$ cat src/include/hs_status_map.svh
// Offsets, field positions and reset values of the handshake status bank
`ifndef HS_STATUS_MAP_SVH
`define HS_STATUS_MAP_SVH

// ====================================================================
// Bus widths
`define HS_ADDR_W 5
`define HS_DATA_W 16
`define HS_CTRL_W 8

// ====================================================================
// Register offsets
`define HS_OFF_STATUS 5'h00
`define HS_OFF_CNT_CLR 5'h0a
`define HS_OFF_G1_CLR 5'h0c
`define HS_OFF_G2_CLR 5'h0e
`define HS_OFF_IRQ_EN 5'h12
`define HS_OFF_CTRL 5'h16

// ====================================================================
// Status word fields
`define HS_BIT_CHAN 15
`define HS_BIT_CNT 14
`define HS_BIT_WIDE 12
`define HS_BIT_EXTRA_ONE 11
`define HS_BIT_TC2 10
`define HS_BIT_TC1 9
`define HS_BIT_RDY1 8
`define HS_BIT_G1_REQ 7
`define HS_BIT_G1_ACK 6
`define HS_BIT_EXTRA_TWO 5
`define HS_BIT_REV 4
`define HS_BIT_RDY2 2
`define HS_BIT_G2_REQ 1
`define HS_BIT_G2_ACK 0

// ====================================================================
// Control register fields
`define HS_CTL_DUAL 0
`define HS_CTL_C1EN 1
`define HS_CTL_C2EN 2
`define HS_CTL_WIDE 3
`define HS_CTL_G1_WR 4
`define HS_CTL_G1_HS 5
`define HS_CTL_G2_WR 6
`define HS_CTL_G2_HS 7

// ====================================================================
// Reset values and masks
`define HS_IRQ_EN_MASK 16'h4600
`define HS_IRQ_EN_RST 16'h0000
`define HS_CTRL_RST 8'h00
`define HS_ZERO_WORD 16'h0000

`endif

$ cat src/include/hs_status_pkg.sv
// Types shared by the handshake status bank
package hs_status_pkg;
`include "hs_status_map.svh"

	// Which DMA channel carries group one traffic
	typedef enum logic [1:0] {
		CHAN_OWN = 2'b01,
		CHAN_OTHER = 2'b10
	} dma_chan_e;

	// Connector handshake lines of one group
	typedef struct packed {
		logic request;
		logic acknowledge;
	} hs_lines_s;

	// Readiness sources of one group
	typedef struct packed {
		logic data_avail;
		logic sink_ready;
	} group_ready_s;

	// Terminal count pulses of the two DMA channels
	typedef struct packed {
		logic chan_one;
		logic chan_two;
	} dma_tc_s;

	// Whole state of the bank
	typedef struct packed {
		dma_chan_e chan;
		logic cnt_flag;
		logic g1_tc_flag;
		logic g2_tc_flag;
		logic cnt3_prev;
		logic [`HS_DATA_W-1:0] irq_en;
		logic [`HS_CTRL_W-1:0] ctrl;
		logic [`HS_DATA_W-1:0] rd_data;
		logic irq;
		logic irq_g1;
		logic irq_g2;
		logic gate_one;
		logic gate_two;
		logic dma_sel;
	} bank_state_s;
endpackage

$ cat src/rtl/handshake_status_and_irq_clear.sv
// Handshake status word, terminal count flags and interrupt clear registers
`timescale 1ns/100ps
`include "hs_status_map.svh"

module handshake_status_and_irq_clear #(
	parameter bit REV_OLDER = 1'b0
) (
	// Clock and reset
	input wire logic i_clk_sys,
	input wire logic i_rst_n,
	// Register port
	input wire logic [`HS_ADDR_W-1:0] i_addr,
	input wire logic [`HS_DATA_W-1:0] i_wr_data,
	input wire logic i_wr_en,
	input wire logic i_rd_en,
	output logic [`HS_DATA_W-1:0] o_rd_data,
	// Connector lines
	input wire hs_status_pkg::hs_lines_s i_group1_lines,
	input wire hs_status_pkg::hs_lines_s i_group2_lines,
	input wire logic i_extra_input_one,
	input wire logic i_extra_input_two,
	// Readiness sources
	input wire hs_status_pkg::group_ready_s i_group1_ready_src,
	input wire hs_status_pkg::group_ready_s i_group2_ready_src,
	// DMA and counter events
	input wire hs_status_pkg::dma_tc_s i_dma_tc,
	input wire logic i_counter3_out,
	// Interrupts
	output logic o_irq,
	output logic o_irq_group1,
	output logic o_irq_group2,
	// Counter gates and DMA channel select
	output logic o_counter_one_gate,
	output logic o_counter_two_gate,
	output logic o_dma_channel_sel
);
	import hs_status_pkg::*;

	// ====================================================================
	// State
	localparam bank_state_s STATE_RST = '{
		chan: CHAN_OWN,
		cnt_flag: 1'b0,
		g1_tc_flag: 1'b0,
		g2_tc_flag: 1'b0,
		cnt3_prev: 1'b0,
		irq_en: `HS_IRQ_EN_RST,
		ctrl: `HS_CTRL_RST,
		rd_data: `HS_ZERO_WORD,
		irq: 1'b0,
		irq_g1: 1'b0,
		irq_g2: 1'b0,
		gate_one: 1'b0,
		gate_two: 1'b0,
		dma_sel: 1'b0
	};

	bank_state_s state_r;
	bank_state_s state_nxt;

	// Decoded strobes and events
	logic wr_cnt_clr;
	logic wr_g1_clr;
	logic wr_g2_clr;
	logic dual_mode;
	logic cnt3_rise;
	logic tc_active;
	logic g1_tc_evt;
	logic g2_tc_evt;
	logic cnt_evt;
	logic g1_ready;
	logic g2_ready;
	logic [`HS_DATA_W-1:0] status_word;

	// Address decode of the write strobes
	assign wr_cnt_clr = i_wr_en && (i_addr == `HS_OFF_CNT_CLR);
	assign wr_g1_clr = i_wr_en && (i_addr == `HS_OFF_G1_CLR);
	assign wr_g2_clr = i_wr_en && (i_addr == `HS_OFF_G2_CLR);

	// Event detection
	assign dual_mode = state_r.ctrl[`HS_CTL_DUAL];
	assign cnt3_rise = i_counter3_out && !state_r.cnt3_prev;
	assign cnt_evt = cnt3_rise && state_r.irq_en[`HS_BIT_CNT];
	assign tc_active = (state_r.chan == CHAN_OWN) ? i_dma_tc.chan_one : i_dma_tc.chan_two;

	// In dual mode both channels serve group one
	assign g1_tc_evt = dual_mode ? tc_active : i_dma_tc.chan_one;
	assign g2_tc_evt = !dual_mode && i_dma_tc.chan_two;

	// Group readiness by direction
	assign g1_ready = state_r.ctrl[`HS_CTL_G1_WR] ? i_group1_ready_src.sink_ready
		: (state_r.ctrl[`HS_CTL_G1_HS] && i_group1_ready_src.data_avail);
	assign g2_ready = state_r.ctrl[`HS_CTL_G2_WR] ? i_group2_ready_src.sink_ready
		: (state_r.ctrl[`HS_CTL_G2_HS] && i_group2_ready_src.data_avail);

	// ====================================================================
	// Status word assembly
	always_comb
	begin
		status_word = `HS_ZERO_WORD;
		status_word[`HS_BIT_CHAN] = dual_mode && (state_r.chan == CHAN_OTHER);
		status_word[`HS_BIT_CNT] = state_r.cnt_flag;
		status_word[`HS_BIT_WIDE] = state_r.ctrl[`HS_CTL_WIDE];
		status_word[`HS_BIT_EXTRA_ONE] = i_extra_input_one;
		status_word[`HS_BIT_TC2] = state_r.g2_tc_flag;
		status_word[`HS_BIT_TC1] = state_r.g1_tc_flag;
		status_word[`HS_BIT_RDY1] = g1_ready;
		status_word[`HS_BIT_G1_REQ] = i_group1_lines.request;
		status_word[`HS_BIT_G1_ACK] = i_group1_lines.acknowledge;
		status_word[`HS_BIT_EXTRA_TWO] = i_extra_input_two;
		status_word[`HS_BIT_REV] = REV_OLDER;
		status_word[`HS_BIT_RDY2] = g2_ready;
		status_word[`HS_BIT_G2_REQ] = i_group2_lines.request;
		status_word[`HS_BIT_G2_ACK] = i_group2_lines.acknowledge;
	end

	// ====================================================================
	// Next state
	always_comb
	begin
		state_nxt = state_r;
		state_nxt.cnt3_prev = i_counter3_out;

		// Channel alternation in dual mode
		if (!dual_mode)
		begin
			state_nxt.chan = CHAN_OWN;
		end
		else if (tc_active)
		begin
			case (state_r.chan)
				CHAN_OWN: state_nxt.chan = CHAN_OTHER;
				CHAN_OTHER: state_nxt.chan = CHAN_OWN;
				default: state_nxt.chan = CHAN_OWN;
			endcase
		end

		// Sticky flags, set wins over clear
		if (cnt_evt)
		begin
			state_nxt.cnt_flag = 1'b1;
		end
		else if (wr_cnt_clr)
		begin
			state_nxt.cnt_flag = 1'b0;
		end
		if (g1_tc_evt)
		begin
			state_nxt.g1_tc_flag = 1'b1;
		end
		else if (wr_g1_clr)
		begin
			state_nxt.g1_tc_flag = 1'b0;
		end
		if (g2_tc_evt)
		begin
			state_nxt.g2_tc_flag = 1'b1;
		end
		else if (wr_g2_clr)
		begin
			state_nxt.g2_tc_flag = 1'b0;
		end

		// Writable configuration; status offset ignores writes
		if (i_wr_en && (i_addr == `HS_OFF_IRQ_EN))
		begin
			state_nxt.irq_en = i_wr_data & `HS_IRQ_EN_MASK;
		end
		if (i_wr_en && (i_addr == `HS_OFF_CTRL))
		begin
			state_nxt.ctrl = i_wr_data[`HS_CTRL_W-1:0];
		end

		// Read data, zero for write-only and unmapped offsets
		state_nxt.rd_data = `HS_ZERO_WORD;
		if (i_rd_en)
		begin
			case (i_addr)
				`HS_OFF_STATUS: state_nxt.rd_data = status_word;
				`HS_OFF_IRQ_EN: state_nxt.rd_data = state_r.irq_en;
				`HS_OFF_CTRL: state_nxt.rd_data = {8'h00, state_r.ctrl};
				default: state_nxt.rd_data = `HS_ZERO_WORD;
			endcase
		end

		// Interrupt lines from the updated flags
		state_nxt.irq_g1 = state_nxt.g1_tc_flag && state_nxt.irq_en[`HS_BIT_TC1];
		state_nxt.irq_g2 = state_nxt.cnt_flag
			|| (state_nxt.g2_tc_flag && state_nxt.irq_en[`HS_BIT_TC2]);
		state_nxt.irq = state_nxt.irq_g1 || state_nxt.irq_g2;

		// Counter gates and channel select
		state_nxt.gate_one = state_r.ctrl[`HS_CTL_C1EN] && i_extra_input_one;
		state_nxt.gate_two = state_r.ctrl[`HS_CTL_C2EN] && i_extra_input_two;
		state_nxt.dma_sel = dual_mode && (state_nxt.chan == CHAN_OTHER);
	end

	// State register
	always_ff @(posedge i_clk_sys or negedge i_rst_n)
	begin
		if (!i_rst_n)
		begin
			state_r <= STATE_RST;
		end
		else
		begin
			state_r <= state_nxt;
		end
	end

	// Outputs straight from the state register
	assign o_rd_data = state_r.rd_data;
	assign o_irq = state_r.irq;
	assign o_irq_group1 = state_r.irq_g1;
	assign o_irq_group2 = state_r.irq_g2;
	assign o_counter_one_gate = state_r.gate_one;
	assign o_counter_two_gate = state_r.gate_two;
	assign o_dma_channel_sel = state_r.dma_sel;
endmodule

$ cat config.mk
export PLATFORM = sky130hd
export DESIGN_NAME = handshake_status_and_irq_clear
export DESIGN_NICKNAME = d
export VERILOG_FILES = /design/src/include/hs_status_pkg.sv /design/src/rtl/handshake_status_and_irq_clear.sv
export VERILOG_INCLUDE_DIRS = /design/src /design/src/include
export SDC_FILE = /design/constraint.sdc
export NUM_CORES = 1
export LEC_CHECK = 0
export BUFFER_PORTS_ARGS = -buffer_cell sky130_fd_sc_hd__buf_2
export CAP_MARGIN = 20
export CORE_MARGIN = 4
export CORE_UTILIZATION = 40
export CTS_BUF_LIST = sky130_fd_sc_hd__clkbuf_4 sky130_fd_sc_hd__clkbuf_8
export CTS_CLUSTER_SIZE = 16
export DETAILED_ROUTE_END_ITERATION = 7
export PLACE_DENSITY = 0.66
export SLEW_MARGIN = 0
export SYNTH_ARGS = -nofsm -noshare
export SYNTH_HDL_FRONTEND = slang
export SYNTH_SLANG_ARGS = --single-unit
export TNS_END_PERCENT = 30
$ cat constraint.sdc
create_clock -name i_clk_sys -period 1.6 [get_ports i_clk_sys]
set_clock_uncertainty 0.2 [all_clocks]
set_input_delay 0.08 -clock i_clk_sys [delete_from_list [all_inputs] [get_ports i_clk_sys]]
set_output_delay 0.08 -clock i_clk_sys [all_outputs]
set_load 0.03 [all_outputs]
==> flow_metrics.py <==
metrics = {
    "clock_network": {
        "cts_max_level": 2,
        "clockBufferDepth": 2,
        "cts_resized": 0,
        "cts_tree": "done",
        "numCtsBuffers": 5,
        "clock_latency_ns": 0.28,
        "clkTransAtPathRegs_ns": 0.07,
        "cts_root_buffer": "clkbuf_8",
        "cts_sinks": 38,
    },
    "synthesis": {
        "yosysWarnings": 0,
        "synth_edf_count": 0,
        "synth_cell_type_count": 33,
        "ys.flop_type": "dfrtp_1",
        "ys_top_cells_by_area": "dfrtp_1 54%, buf_4 7.0%, mux2_4 7.0%",
        "yosys.area.top_type": "dfrtp_1",
        "synth.ff_latch_count": 38,
        "synth_area_sq_um": 1730,
        "syn_nets": 178,
        "synth_area_per_cell_sq_um": 12.3,
        "synth_cells": 140,
        "async_reset_ff_frac": 1.00,
        "ys_seq_area_frac": 0.552,
        "synth_top_cell_area_share": 0.537,
    },
    "route": {
        "vias_per_cell": 4.83,
        "ant_nets": 0,
        "wirelength_um": 3690,
        "routed-via-count": 1271,
        "wl_per_cell_um": 14.0,
        "dr.pass1.iters": 4,
        "drt_iter0_markers": 44,
        "drc": 0,
    },
    "timing": {
        "drv_slew": 0,
        "setup_viol": 0,
        "tightest_slew_ns": 0.539,
        "rsz0062_at_grt": "no",
        "slew-limit-headroom": 0.637,
        "finalCritPeriodShare": 0.951,
        "fin_crit_ns": 1.52,
        "tns_ns": 0,
        "fmax_ghz": 0.657,
        "hold_slack_ns": -0.0328,
        "hold_viol_final": 1,
    },
    "floorplan": {
        "row_count": 23,
        "initial_utilization": 0.422,
        "die-area_sq_um": 5430,
        "die_h_um": 73.7,
        "num_io_pins": 60,
        "core_area_sq_um": 4090,
        "die_x_um": 73.7,
    },
    "grt": {
        "grt_pass1_vias": 1303,
        "grt_max_degree": 39,
        "antenna_found_initial": 0,
        "grt_pass1_wl_um": 6060,
        "gr-total-overflow": 0,
        "track_usage": 0.149,
    },
    "min_path": {
        "min_path_type": "in2reg",
        "hold_path.startpoint": "i_group1_ready_src[1]",
        "whs_endpoint": "o_rd_data[8]",
        "holdPathStages": 5,
    },
    "critical_path": {
        "cp_max_fo": 5,
        "rr_startpoint": "state_r[50]",
        "slowest_stage": "dfstp_2",
        "endpoint_kind": "flip-flop",
        "critPathLaunchType": "flip-flop",
        "crit_chain": "nand2b_1 -> and3_1 -> a221oi_4 -> o221ai_2",
        "arrival_ns": 1.47,
        "worstRegToRegCells": 4,
        "crit_type": "reg2reg",
        "timing.rr.end": "o_irq",
        "r2r_slack_ns": 0.08,
        "critPathMaxStageDelay_ns": 0.56,
        "critPathRequiredTime_ns": 1.55,
    },
    "place": {
        "gp_congestion": 0.766,
        "io_buffers": 53,
        "dp_cells": 230,
        "dpl.hpwl_um": 2590,
        "place_area_sq_um": 1950,
    },
    "power_and_ir_drop": {
        "ir_drop_mv": 0.814,
        "power_frac_clock": 0.380,
        "combPwrFrac": 0.169,
        "p_leak_nw": 1.17,
        "p_switching_mw": 0.608,
        "seqPwrFrac": 0.451,
        "switching_share": 0.243,
        "p_per_area_nw_per_um2": 1070,
        "p_int_mw": 1.90,
    },
    "finish": {
        "fin_cells": 263,
        "drive_gt1_frac": 0.399,
        "final_area_sq_um": 2330,
        "nets": 250,
        "n_fill_cell": 356,
        "area_delta_synth_final_pct": 35.2,
        "insertedDiodeCount": 0,
    },
    "run_status": {
        "violations": "negative hold slack",
        "status": "finished, violations left",
    },
    "job": {
        "max_cap_violations": 0,
    },
}
power groups by stage:
stage | sequential [mW] | clock, mW | combinational (mW)
2_1_floorplan | 1.19 | 0 | 0.171
3_3_place_gp | 1.14 | 0 | 0.359
3_5_place_dp | 1.15 | 0 | 0.371
4_1_cts | 1.13 | 0.978 | 0.426
5_1_grt | 1.14 | 1.01 | 0.462
6_report | 1.13 | 0.951 | 0.423
layout by cell type, fill, tap and decap left out, types with 2 or more instances in the layout:
cell type / n
clkbuf_8: 5
a21boi_0: 2
inv_1: 6
o21ai_0: 3
nand3b_1: 4
nand2b_1: 2
mux2_4: 8
nand2_1: 8
dlygate4sd3_1: 24
a22oi_1: 9
buf_2: 53
nand3_1: 2
and2_1: 2
buf_4: 6
a21oi_1: 2
nor2b_1: 4
bufinv_16: 2
mux2i_1: 2
dfrtp_1: 37
nor2_1: 11
and3_1: 5
worst max-delay path by stage:
| stage | startpoint | to | slack [ns] | cells past startpoint |
|---|---|---|---|---|
| 3_3_place_gp | state_r[50] | o_irq | 0.11 | 4 |
| 3_5_place_dp | state_r[50] | o_irq | 0.08 | 4 |
| 6_report | state_r[50] | o_irq | 0.08 | 4 |
| 5_1_grt | state_r[50] | o_irq | 0.02 | 4 |
| 2_1_floorplan | state_r[50] | o_irq | 0.15 | 4 |
| 4_1_cts | state_r[50] | o_irq | 0.07 | 4 |
worst max-delay path: cells and delay by family (launching register included):
family / cells / cell delay, ns
and+or+nand+nor: 2 / 0.28
AOI/OAI and AO/OA: 2 / 0.36
DFF: 1 / 0.56
layout make-up:
class / count / area [sq um] / share of cell area
flip-flops and latches: 38 / 952 / 0.408
multi-input cells: 78 / 608 / 0.261
repair buffers: 83 / 551 / 0.236
well taps: 50 / 62.6 / 0.0268
inverters: 6 / 22.5 / 0.00965
clock buffers: 5 / 68.8 / 0.0295
clock inverters: 3 / 68.8 / 0.0295
per-stage QoR:
stage	setup slack (ns)	total power, mW	utilization	hold slack (ns)
final	0.0780	2.50	0.571	-0.0328
after global routing	0.0163	2.62	0.571	0.0445
after CTS	0.0704	2.53	0.572	0.0133
after detailed placement	0.0762	1.52	0.477	-0.0444
after global placement	0.107	1.50	0.477	-0.0602
after floorplan	0.152	1.36	-	-0.416
per-layer routing:
metal | wire length (um) | GRT usage | share of wire
met1 | 1450 | 0.174 | 0.39
met5 | 0 | 0 | 0
met4 | 46 | 0.0543 | 0.012
met3 | 206 | 0.0424 | 0.056
met2 | 1980 | 0.259 | 0.54
cell families after synthesis:
family / after synthesis / share of synthesized area
AND/OR/NAND/NOR: 47 / 0.171
AO/OA/AOI/OAI: 19 / 0.0914
other: 1 / 0.00217
buffers and inverters: 24 / 0.0957
multiplexers: 11 / 0.0877
flip-flops: 38 / 0.552
Yosys cell counts, types with 2 or more instances:
cell type  number
nor2b_1         4
a21boi_0        2
mux2i_1         2
a22oi_1         9
o21ai_0         3
buf_6           2
a21oi_1         2
nand2b_1        2
nand3b_1        4
nand3_1         2
buf_4          16
mux2_4          8
inv_1           6
nand2_1         8
and2_1          2
and3_1          5
nor2_1         11
dfrtp_1        37
flip-flops by register name, indices dropped and copies added, names as in the netlist:
signal	cells
o_irq	1
state_r	16
dual_mode	1
o_irq_group1	1
o_irq_group2	1
o_rd_data	15
o_counter_one_gate	1
o_counter_two_gate	1
o_dma_channel_sel	1
what timing repair did:
| item | 4_1_cts | 5_1_grt |
|---|---|---|
| setup buffers | 0 | 1 |
| setup endpoints to repair | 0 | 1 |
| hold endpoints to repair | 75 | 0 |
| hold buffers | 25 | 0 |
(Power assumes the default switching activity.)
